## config.mk

```make
export PLATFORM = sky130hd
export DESIGN_NAME = dlc_top
export DESIGN_NICKNAME = d
export VERILOG_FILES = /design/src/logic/dlc_pkg.sv /design/src/logic/dlc_top.sv /design/src/logic/dlc_beam_cmp.sv
export SDC_FILE = /design/constraint.sdc
export NUM_CORES = 1
export LEC_CHECK = 0
export ABC_AREA = 1
export CORE_MARGIN = 1
export CORE_UTILIZATION = 28
export DETAILED_ROUTE_END_ITERATION = 6
export DONT_BUFFER_PORTS = 1
export GPL_TIMING_DRIVEN = 0
export PLACE_DENSITY = 0.4
export SYNTH_ARGS = -nofsm -noshare
export SYNTH_HDL_FRONTEND = slang
export SYNTH_SLANG_ARGS = --single-unit
export TNS_END_PERCENT = 50
```

## constraint.sdc

```tcl
create_clock -name mclk -period 2.9 [get_ports mclk]
set_clock_uncertainty 0.2 [all_clocks]
set_input_delay 0.29 -clock mclk [delete_from_list [all_inputs] [get_ports mclk]]
set_output_delay 0.29 -clock mclk [all_outputs]
set_load 0.01 [all_outputs]
```

## src/logic/dlc_pkg.sv

```systemverilog
/*
 * constants shared by the display list coprocessor: register offsets of the
 * control port, field positions of instruction words, protected register
 * limits, address steps and the sequencer states.
 * assumes a 16-bit chip memory and a 16-bit chip register bus.
 */
`default_nettype none

package dlc_pkg;

  // ****************************************************************
  // widths
  // ****************************************************************
  localparam int DLC_DATA_W = 16;
  localparam int DLC_CHIP_AW = 19; // word address inside chip memory
  localparam int DLC_REG_AW = 9; // chip register byte address
  localparam int DLC_OFF_W = 3;

  // ****************************************************************
  // control port offsets
  // ****************************************************************
  localparam logic [2:0] DLC_OFF_CTRL = 3'h0;
  localparam logic [2:0] DLC_OFF_LIST_HI = 3'h1;
  localparam logic [2:0] DLC_OFF_LIST_LO = 3'h2;
  localparam logic [2:0] DLC_OFF_JUMP = 3'h3;
  localparam logic [2:0] DLC_OFF_STATUS = 3'h4;
  localparam logic [2:0] DLC_OFF_PC_HI = 3'h5;
  localparam logic [2:0] DLC_OFF_PC_LO = 3'h6;

  // ****************************************************************
  // fields and reset values
  // ****************************************************************
  localparam int DLC_CTRL_LOWEN_BIT = 1; // low-register write enable
  localparam logic [15:0] DLC_CTRL_RST = 16'h0000;
  localparam logic [15:0] DLC_ZERO_WORD = 16'h0000;
  localparam logic [18:0] DLC_LIST_RST = 19'h00000;
  localparam int DLC_TYPE_BIT = 0; // bit 0 of either word selects the operation
  localparam int DLC_BFD_BIT = 15; // blit-finished disable in second word
  localparam int DLC_LIST_HI_W = 3;

  // ****************************************************************
  // register protection and address steps
  // ****************************************************************
  localparam logic [8:0] DLC_REG_OPEN = 9'h020; // always writable at and above
  localparam logic [8:0] DLC_REG_GUARD = 9'h010; // writable with enable at and above
  localparam logic [18:0] DLC_STEP_WORD = 19'h00001;
  localparam logic [18:0] DLC_STEP_INSTR = 19'h00002;
  localparam logic [18:0] DLC_STEP_SKIP = 19'h00004;

  // ****************************************************************
  // sequencer states
  // ****************************************************************
  typedef enum logic [3:0] {
    DLC_S_IDLE = 4'h0,
    DLC_S_FETCH = 4'h1,
    DLC_S_F1_REQ = 4'h2,
    DLC_S_F1_DAT = 4'h3,
    DLC_S_F2_REQ = 4'h4,
    DLC_S_F2_DAT = 4'h5,
    DLC_S_WAITING = 4'h6,
    DLC_S_WAKE = 4'h7,
    DLC_S_WAKE_REQ = 4'h8
  } dlc_state_t;

endpackage

`default_nettype wire

```

## src/logic/dlc_top.sv

```systemverilog
/*
 * display list coprocessor: fetches two-word instructions from chip memory
 * and performs wait, move and skip against the beam counters.
 * assumes the memory arbiter always grants a request raised in an odd
 * cycle, returns the word in the following cycle, and that beam counters,
 * cycle parity and blit busy come from logic on the same clock.
 */
//
// Behaviour
// - fetch instructions only from chip memory
// - waiting compares beam, raises no requests
// - after wait, steal cycles over cpu/blit
// - requests only in odd memory cycles
// - coprocessor beats processor and blit engine
// - decode wait, move and skip only
// - two 16-bit words fetched per instruction
// - move and skip take four cycles
// - wait takes three requests, eight cycles at least
// - first word addresses, second word is data
// - addresses 0x20 and up always writable
// - 0x10 to 0x20 need enable bit
// - never write below 0x10
// - write chip registers only, never memory
// - jump strobe fires on read or write
// - wait word fields and enable bits
// - masked beam at or past position ends wait
// - horizontal lsb excluded from comparison
`timescale 1ns/10ps
`default_nettype none

module dlc_top
  import dlc_pkg::*;
(
  // clock and reset
  input wire logic mclk,
  input wire logic rst_n,
  // control port
  input wire logic [2:0] reg_addr,
  input wire logic [15:0] reg_wdata,
  input wire logic reg_wr,
  input wire logic reg_rd,
  output logic [15:0] reg_rdata,
  // chip memory dma
  input wire logic mem_cycle_odd,
  output logic dma_req,
  output logic dma_prio,
  output logic [18:0] dma_addr,
  input wire logic [15:0] dma_rdata,
  // chip register writes
  output logic reg_wr_stb,
  output logic [8:0] reg_wr_addr,
  output logic [15:0] reg_wr_data,
  // beam and blit status
  input wire logic [7:0] beam_vpos,
  input wire logic [7:0] beam_hpos,
  input wire logic blit_busy
);

  // ****************************************************************
  // declarations
  // ****************************************************************
  dlc_state_t state_r;
  logic [18:0] pc_r;
  logic [15:0] first_instruction_word_r;
  logic [15:0] second_instruction_word_r;
  logic [15:0] coprocessor_control_reg_r;
  logic [18:0] list_addr_r;
  logic move_refused_r;
  logic dma_req_r;
  logic [18:0] dma_addr_r;
  logic reg_wr_stb_r;
  logic [8:0] reg_wr_addr_r;
  logic [15:0] reg_wr_data_r;
  logic [15:0] reg_rdata_r;
  logic list_jump_strobe_two;
  logic [15:0] cmp_enable;
  logic beam_reached;
  logic wait_done;
  logic [8:0] move_target;
  logic move_allowed;
  logic is_wait;
  logic is_skip;

  // ****************************************************************
  // beam comparison
  // ****************************************************************
  // the second word is still on the bus while a skip is judged
  assign cmp_enable = (state_r == DLC_S_F2_DAT) ? dma_rdata : second_instruction_word_r;

  dlc_beam_cmp u_cmp (
    .beam_vpos(beam_vpos),
    .beam_hpos(beam_hpos),
    .pos_word(first_instruction_word_r),
    .enable_word(cmp_enable),
    .reached(beam_reached)
  );

  // a clear blit-finished disable bit also holds the wait until blit idle
  assign wait_done = beam_reached &
    (second_instruction_word_r[DLC_BFD_BIT] | ~blit_busy);

  // ****************************************************************
  // decode
  // ****************************************************************
  // bit 0 of the first word splits move from the rest; bit 0 of the
  // second word splits wait from skip
  always_comb begin
    is_wait = first_instruction_word_r[DLC_TYPE_BIT] & ~dma_rdata[DLC_TYPE_BIT];
    is_skip = first_instruction_word_r[DLC_TYPE_BIT] & dma_rdata[DLC_TYPE_BIT];
    move_target = {first_instruction_word_r[8:1], 1'b0};
    if (move_target >= DLC_REG_OPEN) begin
      move_allowed = 1'b1;
    end else if (move_target >= DLC_REG_GUARD) begin
      move_allowed = coprocessor_control_reg_r[DLC_CTRL_LOWEN_BIT];
    end else begin
      move_allowed = 1'b0;
    end
  end

  // ****************************************************************
  // jump strobe
  // ****************************************************************
  // either access kind restarts the list, so a read-modify-write from
  // software would fire it twice
  assign list_jump_strobe_two = (reg_wr | reg_rd) && (reg_addr == DLC_OFF_JUMP);

  // ****************************************************************
  // sequencer
  // ****************************************************************
  // a request is armed in an even cycle so the registered strobe stands
  // in the odd cycle that follows; data comes back one cycle later
  always_ff @(posedge mclk) begin
    if (!rst_n) begin
      state_r <= DLC_S_IDLE;
      pc_r <= DLC_LIST_RST;
      first_instruction_word_r <= DLC_ZERO_WORD;
      second_instruction_word_r <= DLC_ZERO_WORD;
      dma_req_r <= 1'b0;
      dma_addr_r <= DLC_LIST_RST;
    end else if (list_jump_strobe_two) begin
      // restart wins over whatever the sequencer was doing
      state_r <= DLC_S_FETCH;
      pc_r <= list_addr_r;
      dma_req_r <= 1'b0;
    end else begin
      dma_req_r <= 1'b0;
      case (state_r)
        DLC_S_IDLE: begin
          state_r <= DLC_S_IDLE;
        end
        DLC_S_FETCH: begin
          if (!mem_cycle_odd) begin
            dma_req_r <= 1'b1;
            dma_addr_r <= pc_r;
            state_r <= DLC_S_F1_REQ;
          end
        end
        DLC_S_F1_REQ: begin
          state_r <= DLC_S_F1_DAT;
        end
        DLC_S_F1_DAT: begin
          // even cycle: capture first word and arm the second fetch
          first_instruction_word_r <= dma_rdata;
          dma_req_r <= 1'b1;
          dma_addr_r <= pc_r + DLC_STEP_WORD;
          state_r <= DLC_S_F2_REQ;
        end
        DLC_S_F2_REQ: begin
          state_r <= DLC_S_F2_DAT;
        end
        DLC_S_F2_DAT: begin
          second_instruction_word_r <= dma_rdata;
          if (is_wait) begin
            // no request while parked on the beam
            pc_r <= pc_r + DLC_STEP_INSTR;
            state_r <= DLC_S_WAITING;
          end else begin
            // move or skip: fetch of the next instruction is armed at
            // once, so the instruction spans exactly four cycle times
            if (is_skip && beam_reached) begin
              pc_r <= pc_r + DLC_STEP_SKIP;
              dma_addr_r <= pc_r + DLC_STEP_SKIP;
            end else begin
              pc_r <= pc_r + DLC_STEP_INSTR;
              dma_addr_r <= pc_r + DLC_STEP_INSTR;
            end
            dma_req_r <= 1'b1;
            state_r <= DLC_S_F1_REQ;
          end
        end
        DLC_S_WAITING: begin
          if (wait_done) begin
            state_r <= DLC_S_WAKE;
          end
        end
        DLC_S_WAKE: begin
          // one extra odd slot is spent waking before the next fetch
          if (!mem_cycle_odd) begin
            dma_req_r <= 1'b1;
            dma_addr_r <= pc_r;
            state_r <= DLC_S_WAKE_REQ;
          end
        end
        DLC_S_WAKE_REQ: begin
          state_r <= DLC_S_FETCH;
        end
        default: begin
          state_r <= DLC_S_IDLE;
        end
      endcase
    end
  end

  // ****************************************************************
  // chip register writes
  // ****************************************************************
  // the only store path: no memory write port exists at all
  always_ff @(posedge mclk) begin
    if (!rst_n) begin
      reg_wr_stb_r <= 1'b0;
      reg_wr_addr_r <= 9'h000;
      reg_wr_data_r <= DLC_ZERO_WORD;
      move_refused_r <= 1'b0;
    end else begin
      reg_wr_stb_r <= 1'b0;
      if (!list_jump_strobe_two && state_r == DLC_S_F2_DAT &&
          !first_instruction_word_r[DLC_TYPE_BIT]) begin
        if (move_allowed) begin
          reg_wr_stb_r <= 1'b1;
          reg_wr_addr_r <= move_target;
          reg_wr_data_r <= dma_rdata;
          move_refused_r <= 1'b0;
        end else begin
          // a refused move is dropped silently; only status shows it
          move_refused_r <= 1'b1;
        end
      end
    end
  end

  // ****************************************************************
  // control port writes
  // ****************************************************************
  always_ff @(posedge mclk) begin
    if (!rst_n) begin
      coprocessor_control_reg_r <= DLC_CTRL_RST;
      list_addr_r <= DLC_LIST_RST;
    end else if (reg_wr) begin
      if (reg_addr == DLC_OFF_CTRL) begin
        coprocessor_control_reg_r <= reg_wdata;
      end else if (reg_addr == DLC_OFF_LIST_HI) begin
        list_addr_r[18:16] <= reg_wdata[DLC_LIST_HI_W-1:0];
      end else if (reg_addr == DLC_OFF_LIST_LO) begin
        list_addr_r[15:0] <= reg_wdata;
      end
    end
  end

  // ****************************************************************
  // control port reads
  // ****************************************************************
  // read data stand one cycle after the strobe and only then
  always_ff @(posedge mclk) begin
    if (!rst_n) begin
      reg_rdata_r <= DLC_ZERO_WORD;
    end else if (reg_rd) begin
      if (reg_addr == DLC_OFF_CTRL) begin
        reg_rdata_r <= coprocessor_control_reg_r;
      end else if (reg_addr == DLC_OFF_LIST_HI) begin
        reg_rdata_r <= {13'h0000, list_addr_r[18:16]};
      end else if (reg_addr == DLC_OFF_LIST_LO) begin
        reg_rdata_r <= list_addr_r[15:0];
      end else if (reg_addr == DLC_OFF_STATUS) begin
        reg_rdata_r <= {11'h000, move_refused_r, state_r};
      end else if (reg_addr == DLC_OFF_PC_HI) begin
        reg_rdata_r <= {13'h0000, pc_r[18:16]};
      end else if (reg_addr == DLC_OFF_PC_LO) begin
        reg_rdata_r <= pc_r[15:0];
      end else begin
        reg_rdata_r <= DLC_ZERO_WORD; // jump strobe and unmapped read zero
      end
    end else begin
      reg_rdata_r <= DLC_ZERO_WORD;
    end
  end

  // ****************************************************************
  // outputs
  // ****************************************************************
  assign reg_rdata = reg_rdata_r;
  assign dma_req = dma_req_r;
  assign dma_prio = dma_req_r;
  assign dma_addr = dma_addr_r;
  assign reg_wr_stb = reg_wr_stb_r;
  assign reg_wr_addr = reg_wr_addr_r;
  assign reg_wr_data = reg_wr_data_r;

endmodule

`default_nettype wire

```

## src/logic/dlc_beam_cmp.sv

```systemverilog
/*
 * masked beam position comparator of the display list coprocessor.
 * assumes beam counters run on the same clock as the caller; the result is
 * combinational so a skip can be judged in the cycle its second word lands.
 */
`timescale 1ns/10ps
`default_nettype none

module dlc_beam_cmp
  import dlc_pkg::*;
(
  // beam counters
  input wire logic [7:0] beam_vpos,
  input wire logic [7:0] beam_hpos,
  // instruction words
  input wire logic [15:0] pos_word,
  input wire logic [15:0] enable_word,
  // result
  output logic reached
);

  logic [14:0] beam_key;
  logic [14:0] pos_key;
  logic [14:0] mask;

  // ****************************************************************
  // compare
  // ****************************************************************
  // the vertical top bit has no enable and is always compared; the
  // horizontal lsb is dropped, so only even positions matter
  always_comb begin
    beam_key = {beam_vpos, beam_hpos[7:1]};
    pos_key = {pos_word[15:8], pos_word[7:1]};
    mask = {1'b1, enable_word[14:8], enable_word[7:1]};
    // eight-bit line field wraps after 255 by width alone
    reached = (beam_key & mask) >= (pos_key & mask);
  end

endmodule

`default_nettype wire

```

## Word level (Yosys, flattened, before mapping)

Cells that the tools add are included.

| cells by class | value |
|---|---|
| add/sub/neg operators | 3 |
| magnitude comparators | 3 |
| eq/ne operators | 22 |
| mux-type cells | 27 |
| bitwise logic cells | 13 |
| reduce and logical (&&, ||, !) cells | 22 |

Operators by type and width:

| cell | count |
|---|---|
| $mux 19 | 6 |
| $mux 16 | 6 |
| $pmux 19 s3 | 1 |
| $pmux 4 s8 | 1 |
| $and 15x15->15 | 2 |
| $add 19x1->19 const B | 1 |
| $add 19x2->19 const B | 1 |
| $add 19x3->19 const B | 1 |
| $eq 4x3->1 const B | 4 |
| $ge 15x15->1 | 1 |
| $mux 15 | 1 |
| $mux 4 | 3 |
| $reduce_and 2->1 | 6 |
| $ne 2x2->1 const B | 5 |
| $eq 3x3->1 const B | 3 |
| $ge 9x5->1 const B | 1 |
| $ge 9x6->1 const B | 1 |
| $ne 3x3->1 const B | 3 |
| $reduce_and 3->1 | 3 |
| $eq 4x2->1 const B | 2 |
| $reduce_and 4->1 | 2 |
| $mux 1 | 7 |
| $eq 3x2->1 const B | 2 |
| $not 1->1 | 6 |
| other kinds (13) | 21 |

| storage, ports and cells | value |
|---|---|
| register bits | 152 |
| input bits | 57 |
| output and inout bits | 63 |
| logic and storage cells | 106 |

## Logic depth before layout (Yosys ltp)

Gate-level depths: netlist of the first run.

| depth | value |
|---|---|
| word-level depth | 9 |
| mapped depth | 22 |
| depth with buffers taken out | 20 |

## Modules after synthesis

From an unflattened synthesis of the first run, not the netlist that was laid out.

| unflattened totals | value |
|---|---|
| cells, all modules | 1237 |
| area total of the unflattened synthesis | 8156.6 um^2 |

Modules (own cells, without submodules):

| module | times used | cells each | area each (um^2) | seq. area each (um^2) |
|---|---|---|---|---|
| dlc_top | 1 | 1135 | 7623.6 | 3042.9 |
| dlc_beam_cmp | 1 | 102 | 533.0 | 0.0 |

## Worst setup path after synthesis of the first run

No wires, ideal clock.

| timing | value |
|---|---|
| path kind | register -> register |
| start point | register state_r[0] |
| end point | register state_r[1] |
| setup time | 0.116 ns |
| data arrival time | 2.566 ns |
| data required time | 2.584 ns |
| slack | 0.018 ns |
| cell stages (with the launch flop) | 21 |
| buffers on the path | 2 |
| clock period less this slack | 2.882 ns |
| cells stage by stage | dfxtp_1 nand2_2 nor2_4 inv_2 clkbuf_1 nand2_1 o21ai_0 and2_1 ha_1 nand2_1 nor2_1 nand2_1 nor2_1 nor2_1 nand3_1 clkbuf_1 o21ai_0 nand2_1 nand3_1 nand2_1 nor2_1 |

| on the way | value |
|---|---|
| word-level cells in the longest chain between the ends | 7 |
| elaborated cells between the ends (all ways) | 18 |
| those cells by class | order compare: 1; eq/ne: 11; mux: 2; bitwise: 3; reduce/logical: 1 |

Ends and longest elaborated chain:

| item | RTL line | RTL |
|---|---|---|
| start, declared | dlc_top.sv:62 | `dlc_state_t state_r;` |
| start signal, assigned | dlc_top.sv:134 | `state_r <= DLC_S_IDLE;` |
| start signal, assigned | dlc_top.sv:142 | `state_r <= DLC_S_FETCH;` |
| start signal, assigned | dlc_top.sv:149 | `state_r <= DLC_S_IDLE;` |
| $eq 4x3->1 | dlc_top.sv:88, dlc_top.sv:147 |  |
| $mux 15 | -- |  |
| $and 15x15->15 | dlc_beam_cmp.sv:36 | `reached = (beam_key & mask) >= (pos_key & mask);` |
| $ge 15x15->1 | dlc_beam_cmp.sv:36 |  |
| $and 1x1->1 | dlc_top.sv:99 | `assign wait_done = beam_reached &` |
| $ne 2x2->1 (no source line) | -- |  |
| $reduce_and 3->1 (no source line) | -- |  |

Several ways; a longest one is shown, not always the timed one.
A chain may end at the register's enable or synchronous reset.

## Final worst setup path of the first run

| timing | value |
|---|---|
| start point | register state_r[1] |
| end point | register pc_r[18] |

| on the way | value |
|---|---|
| word-level cells in the longest chain between the ends | 9 |
| elaborated cells between the ends (all ways) | 11 |
| those cells by class | order compare: 1; eq/ne: 1; mux: 5; bitwise: 2; reduce/logical: 2 |

Ends and longest elaborated chain:

| item | RTL line | RTL |
|---|---|---|
| $eq 4x3->1 * | dlc_top.sv:88, dlc_top.sv:147 |  |
| $mux 15 | -- |  |
| $and 15x15->15 | dlc_beam_cmp.sv:36 |  |
| $ge 15x15->1 | dlc_beam_cmp.sv:36 |  |
| $logic_and 1x1->1 | dlc_top.sv:180 | `if (is_skip && beam_reached) begin` |
| $mux 19 | dlc_top.sv:180 |  |
| $mux 19 | dlc_top.sv:173 | `if (is_wait) begin` |
| $mux 19 | dlc_top.sv:147 | `case (state_r)` |
| $mux 19 | dlc_top.sv:140 | `end else if (list_jump_strobe_two) begin` |
| end signal, assigned | dlc_top.sv:143 | `pc_r <= list_addr_r;` |
| end signal, assigned | dlc_top.sv:175 | `pc_r <= pc_r + DLC_STEP_INSTR;` |
| end signal, assigned | dlc_top.sv:181 | `pc_r <= pc_r + DLC_STEP_SKIP;` |
| end, declared | dlc_top.sv:63 | `logic [18:0] pc_r;` |

Every way passes the cells marked *; elsewhere a longest branch is shown, timed or not. The select of a mux whose other input is x is not followed.

==> results of run 1 <==
## where the power goes
group	total (mW)	internal (mW)	switching (mW)
Clock	2.28	1.31	0.965
Sequential	2.34	2.21	0.130
Combinational	0.917	0.321	0.595
Total	5.53	3.84	1.69
## cell type report
cell class	count	area [sq um]	share of cell area [%]
buffer	63	405	3.98
clock buffer	21	460	4.52
sequential	151	3030	29.7
multi-input combinational	798	4520	44.4
clock inverter	10	121	1.19
tap	378	473	4.64
timing repair buffer	62	623	6.12
inverter	145	549	5.39
## path summary, 6_finish.rpt
| check | startpoint | endpoint | slack (ns) | cells past startpoint |
|---|---|---|---|---|
| min reg2reg | coprocessor_control_reg_r[14] | coprocessor_control_reg_r[14] | 0.26 | 2 |
| max reg2reg | state_r[1] | pc_r[18] | -0.11 | 20 |
| min | reg_addr[0] | reg_rdata[15] | 0.06 | 5 |
| max | state_r[1] | pc_r[18] | -0.11 | 20 |
## worst max-delay path: stages (launching register included)
cell       delay [ns]
dfxtp_2          0.32
inv_2            0.07
nand2_4          0.05
nor2_4           0.16
clkinv_4         0.14
clkbuf_16        0.20
o21ai_2          0.14
nand2_1          0.11
ha_4             0.25
nand2_2          0.09
inv_1            0.06
a21oi_2          0.14
nand2_2          0.07
nand2_2          0.08
nand3_4          0.15
buf_12           0.18
buf_8            0.13
nand3_1          0.09
nand3_1          0.10
nand2_1          0.08
a21oi_1          0.06
## sequential cells by signal, summed over array words and instances (netlist names)
name	flops
dma_addr	19
state_r	4
second_instruction_word_r	15
coprocessor_control_reg_r	16
first_instruction_word_r	16
list_addr_r	19
reg_wr_stb	1
reg_wr_addr	8
move_refused_r	1
dma_prio	1
pc_r	19
reg_wr_data	16
reg_rdata	16
## layout by cell type, fill, tap and decap left out, drive strengths merged, types with 18 or more instances in the layout
cell type | synthesis | layout
a21oi | 118 | 118
buf | 14 | 33
clkbuf | 49 | 71
dfxtp | 151 | 151
dlygate4sd3 | 0 | 42
ha | 18 | 18
inv | 144 | 145
nand2 | 199 | 199
nand3 | 107 | 107
nor2 | 88 | 88
o21ai | 157 | 157
xor2 | 28 | 28
## what timing repair did
action | 4_1_cts | 5_1_grt
setup endpoints to repair | 40 | 40
endpoints found under the hold margin | 93 | 0
hold buffers | 42 | 0
buffers inserted | 11 | 6
pin swaps | 37 | 18
gates resized for setup | 81 | 56
cloned | 4 | 0
## per-layer routing
layer | GRT usage (%) | routed length, microns | vias up
li1 | - | - | 4005
met1 | 27.6 | 13900 | 3898
met2 | 39.3 | 15900 | 211
met3 | 4.70 | 1550 | 40
met4 | 8.50 | 885 | 0
met5 | 0 | 0 | -
## kinds of logic (layout without fill, tap and decap cells)
kind of cell	after synthesis	in the layout
flip-flops	151	151
XOR/XNOR	29	29
AND/OR/NAND/NOR	431	431
buffers and inverters	208	301
adder cells (fa/ha/maj)	18	18
AO/OA/AOI/OAI	319	319
other	1	1
==> flow_summary.toml, run 1 <==
[worst_hold_path]
hold_class = "in2reg"

[floorplan]
coreArea_sq_um = 27900
dieArea_sq_um = 29200
die_h_microns = 171
ioPinCount = 120
die_x_microns = 171
rows = 61
initial_utilization_pct = 28.6

[sta]
finalCritPeriodShare_pct = 104
post-route-min-period_ns = 3.01
finalMaxSlewViolations = 0
max_slew.worst_pin.slew_ns = 0.936
whs_ns = 0.0614
slew_headroom_pct = 37.1
finalSetupViolCount = 33
fin_tns_setup_ns = -1.68
worst_slack_ns = -0.113
hold_viol_final = 0
rsz0062_at_grt = "yes"
clock.fmax_ghz = 0.332

[place]
place_congestion = 0.964
place_inst = 1535
placed_cell_area_sq_um = 8470
port_buffers = 0
post-place-ws_ns = -1.33
hpwl_microns = 23900

[route]
antenna_left = 0
drt_first_iter_violations = 553
drt-total-wl_microns = 32300
drt_pre_antenna_iters = 5
wl_per_cell_microns = 19.8
via_count = 8154
drc = 0
via_per_inst = 5.01

[status]
outcome = "finished with violations"
violations = "negative setup slack"

[critical_path]
arrival_ns = 3.13
crit_fanout = 9
required_ns = 3.01
path_class = "reg2reg"
startpoint_type = "flop"
cp-end-kind = "flop"

[clock_network]
path_clk_slew_ns = 0.07
cts.sinks = 151
cts_buffers = 17
cts_tree = "yes"
clock_path_buffers = 2
cts-root-buf = "clkbuf_16"
clk_latency_ns = 0.44
cts_max_level = 4

[synthesis]
avgSynthCellArea_sq_um = 6.91
syn_inst = 1157
yosysMostFrequentCell = "nand2_1"
yosysSeqAreaShare_pct = 37.8
ys_top_cells_by_area = "dfxtp_1 38%, nand2_1 9.1%, o21ai_0 8.3%"
async_reset_ff_share_pct = 0
synth-edff-count = 0
yosys_warnings = 0
synth_mux_area_share_pct = 0
synth.top_cell.area_share_pct = 37.8
synth-simple-area-share_pct = 23.4
synth_top_family_by_area = "simple AND/OR/NAND/NOR gates"
syn_nets = 1232
synth_top_area_cell = "dfxtp_1"
synth-adder-area-share_pct = 2.82
yosys_register_bits = 151
synth_compound_gate_area_share_pct = 22.3
synth.distinct_cells = 42
yosys.area_share.xor_xnor_pct = 3.18
syn_area_sq_um = 7990
synthTopCellsByCount = "193 x nand2_1, 151 x dfxtp_1, 138 x inv_1"
synth_ff_type = "dfxtp_1"

[power_and_ir_drop]
cellPowerDensity_nw_per_um2 = 543
leakage_nw = 4.12
total_power_mw = 5.53
ir_drop_mv = 0.371

[global_routing]
grt-ovfl-total = 0
grt_max_degree = 17
grt_pass1_wl_microns = 48800
antenna_found_initial = 0
grt_pass1_vias = 8171
grt.total_usage_pct = 22.7

[cells_and_area]
area_growth_pct = 27.4
num-fill-cells = 3112
diodes = 0
drive_gt1_share_pct = 15.3
design_area_sq_um = 10200
final_cell_count_no_fill = 1628
fin_util_pct = 36.5
fin_nets = 1313

[job]
maxCapViolCount = 0
Power figures use the tool's default switching activity.
==> inputs of run 2 (changes only) <==
- CELL_PAD_IN_SITES_DETAIL_PLACEMENT: unset -> 1
- CELL_PAD_IN_SITES_GLOBAL_PLACEMENT: unset -> 1
- PLACE_DENSITY: 0.4 -> 0.52
==> run 2 against run 1 <==
  * The flow still finishes with violations (negative setup slack)
  * Die area did not move
  * Combinational power rose by 0.5%
  * Global-route usage grew 1.5 points
  * First-iteration DRC count down 14%
  * Setup slack improved by 0.010 ns
  * Critical path type unchanged
  * Critical endpoint is now dma_addr[9]
  * Largest cell class unchanged
  * Highest routed layer is now met5
==> flow_summary.toml, run 2 (same netlist as run 1, synthesis figures left out) <==
[critical_path]
path_class = "reg2reg"
r2r-start = "state_r[1]"
startpoint = "state_r[1]"
path_cells = "inv_4, nand2_2, nor2_4, inv_6, clkbuf_8, o21ai_0, and2_1, ha_1, nand2_1, nor2_2, nand2_1, nor2_2, nor2_2, nand3_4, nand2_4, buf_12, nand2_2, o21ai_2, nand2_1, a21oi_1"
worstRegToRegCells = 20
crit_buf_inv = 4
crit_fanout = 7
cp-end-kind = "flop"
crit_slowest_cell = "dfxtp_2"
required_ns = 3.07
arrival_ns = 3.18
cpPeakStageDelay_ns = 0.34
startpoint_type = "flop"
cp_top_family = "simple AND/OR/NAND/NOR gates"
cp_num_cells = 20

[job]
maxCapViolCount = 0

[sta]
slew_headroom_pct = 32.5
finalMaxSlewViolations = 0
rsz0062_at_grt = "yes"
clock.fmax_ghz = 0.333
finalSetupViolCount = 40
post-route-min-period_ns = 3.00
max_slew.worst_pin.slew_ns = 1.01
hold_viol_final = 0
fin_tns_setup_ns = -2.31
finalCritPeriodShare_pct = 104
worst_slack_ns = -0.103

[global_routing]
grt_pass1_wl_microns = 52300
antenna_found_initial = 2
grt_pass1_vias = 8653
grt_max_degree = 17
grt.total_usage_pct = 24.2
grt-ovfl-total = 0

[clock_network]
clock_path_buffers = 2
cts-root-buf = "clkbuf_16"
clk_latency_ns = 0.45
cts_tree = "yes"
cts.sinks = 151
cts_max_level = 4
cts_buffers = 17
path_clk_slew_ns = 0.07

[cells_and_area]
final_cell_mix = "176 x nand2_1, 147 x dfxtp_1, 137 x inv_1"
fin_nets = 1307
fin_util_pct = 36.1
design_area_sq_um = 10100
drive_gt1_share_pct = 14.2
diodes = 0
num-fill-cells = 3500
area_growth_pct = 26.0
final_common_cell = "nand2_1"

[route]
drc = 0
drt_first_iter_violations = 478
via_count = 8281
wl_per_cell_microns = 21.2
via_per_inst = 5.10
drt-total-wl_microns = 34400
antenna_left = 0
drt_pre_antenna_iters = 5

[status]
violations = "negative setup slack"
outcome = "finished with violations"

[place]
port_buffers = 0
place_congestion = 0.874
hpwl_microns = 25200
placed_cell_area_sq_um = 8470

[floorplan]
die_h_microns = 171
dieArea_sq_um = 29200
initial_utilization_pct = 28.6
ioPinCount = 120
coreArea_sq_um = 27900
die_x_microns = 171
rows = 61

[power_and_ir_drop]
cellPowerDensity_nw_per_um2 = 552
leakage_nw = 4.07
ir_drop_mv = 0.322

[worst_hold_path]
hold_depth = 6
hold_class = "in2reg"
hp-start = "blit_busy"
==> run 2: changes by cell type in the layout (fill, tap and decap cells not counted), sizes merged <==
cell         change
buf              -9
bufinv           -1
clkbuf           +2
clkinv           -5
clkinvlp         +3
dlygate4sd3      -1
inv              +6
==> run 2: per-layer routing <==
metal  wire [microns]  vias up  track usage (%)
li1                 -     4001                -
met3             1350       46             4.26
met5               23        -                0
met2            17500      173             44.0
met1            14800     4057             28.9
met4              712        4             6.72
==> run 2: layout make-up <==
type | instances | area, sq um | area share, %
clock inverter | 13 | 135 | 1.34
inverter | 145 | 554 | 5.50
clock buffer | 19 | 443 | 4.40
timing repair buffer | 56 | 582 | 5.77
multi-input combinational | 798 | 4440 | 44.1
sequential | 151 | 3030 | 30.1
buffer | 63 | 417 | 4.14
tap | 378 | 473 | 4.69
==> run 2: power breakdown <==
group          leakage (nW)  internal [mW]  switching (mW)
Clock                 0.271           1.23            1.07
Combinational          2.57          0.317           0.605
Sequential             1.23           2.21           0.132
==> run 2: worst paths after layout <==
check | slack (ns) | to
max | -0.10 | dma_addr[9]
min | 0.08 | state_r[1]
max reg2reg | -0.10 | dma_addr[9]
min reg2reg | 0.26 | coprocessor_control_reg_r[15]
==> run 2: worst register-to-register path, cell delays in order (launching register included) <==
cell and delay (ns):
dfxtp_2 0.34, inv_4 0.05, nand2_2 0.06, nor2_4 0.19
inv_6 0.09, clkbuf_8 0.17, o21ai_0 0.21, and2_1 0.17
ha_1 0.22, nand2_1 0.09, nor2_2 0.05, nand2_1 0.07
nor2_2 0.04, nor2_2 0.13, nand3_4 0.17, nand2_4 0.18
buf_12 0.14, nand2_2 0.05, o21ai_2 0.06, nand2_1 0.08
a21oi_1 0.17
==> run 2: what timing repair did <==
item,in CTS,in global routing
pin swaps,36,3
hold buffers,41,0
endpoints found under the hold margin,92,0
setup endpoints to repair,40,40
buffers inserted,11,0
cloned,5,0
gates resized for setup,106,14
==> run 2: through the flow <==
stage	power [mW]	worst slack (ns)	std cells	hold slack [ns]
3_5_place_dp	3.14	-1.46	1535	0.235
5_1_grt	5.80	-0.289	1623	0.110
4_1_cts	5.61	-0.0785	1623	0.0663
2_1_floorplan	2.86	0.0178	1157	0.225
3_3_place_gp	3.14	-1.46	1535	0.228
6_report	5.56	-0.103	1623	0.0774
==> inputs of run 3 (changes only) <==
- PLACE_DENSITY: 0.52 -> 0.64
==> run 3 against run 2 <==
  * Global-route usage is 0.81 points lower
  * The flow still finishes with violations (negative setup slack)
  * Sequential cell count stayed put
  * Non-clock buffer count is 1 higher
  * Wire length is 2.7% lower
  * Largest power group unchanged
  * Largest cell class unchanged
  * First-iteration DRC count is 26% higher
  * Sequential power hardly changed
  * Core utilization is 0.27 points lower
  * Via count is 2.0% higher
  * Critical path depth is 1 lower
  * Register-to-register slack worse by 0.06 ns
  * Clock power is 7% lower
  * Critical path type unchanged
==> flow_summary.toml, run 3 (same netlist as run 1, synthesis figures left out) <==
[route]
antenna_left = 0
drc = 0
via_per_inst = 5.20
drt_first_iter_violations = 603
drt_pre_antenna_iters = 5
drt-total-wl_microns = 33500
wl_per_cell_microns = 20.6
via_count = 8446

[cells_and_area]
fin_util_pct = 35.8
design_area_sq_um = 10000
num-fill-cells = 3481
fin_nets = 1308
final_common_cell = "nand2_1"
drive_gt1_share_pct = 13.8
final_cell_mix = "181 x nand2_1, 149 x dfxtp_1, 138 x inv_1"
area_growth_pct = 25.1

[power_and_ir_drop]
leakage_nw = 4.05
ir_drop_mv = 0.371
cellPowerDensity_nw_per_um2 = 540

[floorplan]
rows = 61
die_h_microns = 171
ioPinCount = 120
coreArea_sq_um = 27900
dieArea_sq_um = 29200
initial_utilization_pct = 28.6
die_x_microns = 171

[global_routing]
grtUsageMet2_pct = 40.7
grt.total_usage_pct = 23.4
antenna_found_initial = 5
met1_usage_pct = 27.4
grt_pass1_wl_microns = 50500
grt_pass1_vias = 8631
use_met3_pct = 5.85
grt_max_degree = 17
grt-ovfl-total = 0
grt-busiest-layer = "met2"

[critical_path]
crit_slowest_cell = "dfxtp_2"
crit_fanout = 9
cpPeakStageDelay_ns = 0.37
arrival_ns = 3.25
startpoint_type = "flop"
path_class = "reg2reg"
cp_top_family = "simple AND/OR/NAND/NOR gates"
required_ns = 3.08
path_cells = "nand2_2, nor2_4, inv_6, clkbuf_16, nand2_1, o21ai_2, and2_1, ha_1, nand2_2, nor2_2, nand2_1, nor2_2, nor2_2, nand3_4, nand2_8, clkbuf_16, nand2_1, nand3_1, a21oi_1"
crit_buf_inv = 3
cp-end-kind = "flop"

[place]
place_congestion = 0.888
port_buffers = 0
post-place-ws_ns = -1.28
hpwl_microns = 24600
placed_cell_area_sq_um = 8470

[clock_network]
clock_path_buffers = 2
cts-root-buf = "clkbuf_16"
cts_buffers = 17
clk_latency_ns = 0.45
cts_max_level = 4
cts.sinks = 151
cts_tree = "yes"
path_clk_slew_ns = 0.07

[sta]
slew_headroom_pct = 24.4
max_slew.worst_pin.slew_ns = 1.13
hold_viol_final = 0
post-route-min-period_ns = 3.06
finalSetupViolCount = 39
clock.fmax_ghz = 0.326
finalMaxSlewViolations = 0
worst_slack_ns = -0.165
finalCritPeriodShare_pct = 106
rsz0062_at_grt = "yes"

[job]
maxCapViolCount = 0

[status]
violations = "negative setup slack"
outcome = "finished with violations"

[worst_hold_path]
hold_class = "in2reg"
## run 3: path summary, 6_finish.rpt
kind	start	to	slack [ns]	cells after the start
setup reg to reg	state_r[0]	pc_r[10]	-0.16	19
setup / recovery	state_r[0]	pc_r[10]	-0.16	19
hold reg to reg	coprocessor_control_reg_r[13]	coprocessor_control_reg_r[13]	0.26	2
hold / removal	blit_busy	state_r[0]	0.06	5
## run 3: layout make-up
type,count,area [sq um],share of cell area (%)
Multi-Input combinational cell,798,4440,44.4
Sequential cell,151,3030,30.3
Timing Repair Buffer,57,561,5.60
Inverter,145,549,5.49
Tap cell,378,473,4.73
Clock buffer,19,453,4.53
Buffer,63,405,4.05
Clock inverter,13,96.3,0.963
Antenna cell,1,2.50,0.0250
## run 3: tightest hold or removal path, stage by stage
cell and delay (ns):
inv_1 0.04, o21ai_2 0.15, nand2_2 0.09, nand3_2 0.07
a21oi_2 0.04
## run 3: power by group
group          internal, mW  switching (mW)  total, mW  leakage (nW)
clock network          1.14           0.999       2.14         0.258
logic                 0.313           0.606      0.919          2.57
registers              2.21           0.136       2.34          1.22
total                  3.66            1.74       5.40          4.05
## run 3: through the flow
stage	power [mW]	setup TNS (ns)	instances	hold slack (ns)
final	5.40	-2.49	1625	0.0620
after global routing	5.63	-9.68	1625	0.0862
after CTS	5.41	-0.262	1624	0.0450
after detailed placement	3.14	-45.07	1535	0.236
after global placement	3.13	-44.73	1535	0.228
after floorplan	2.86	0	1157	0.225
## run 3: repair_timing
action | in CTS | in global routing
hold buffers | 42 | 0
gates resized for setup | 81 | 29
buffers inserted | 11 | 0
pin swaps | 30 | 15
cloned | 4 | 0
hold endpoints to repair | 93 | 0
endpoints found under the setup margin | 40 | 40
## run 3: layer usage
metal	up-vias	share of wire (%)
li1	3987	-
met1	4148	42
met2	242	50
met3	61	5.6
met4	8	2.9
met5	-	0.14
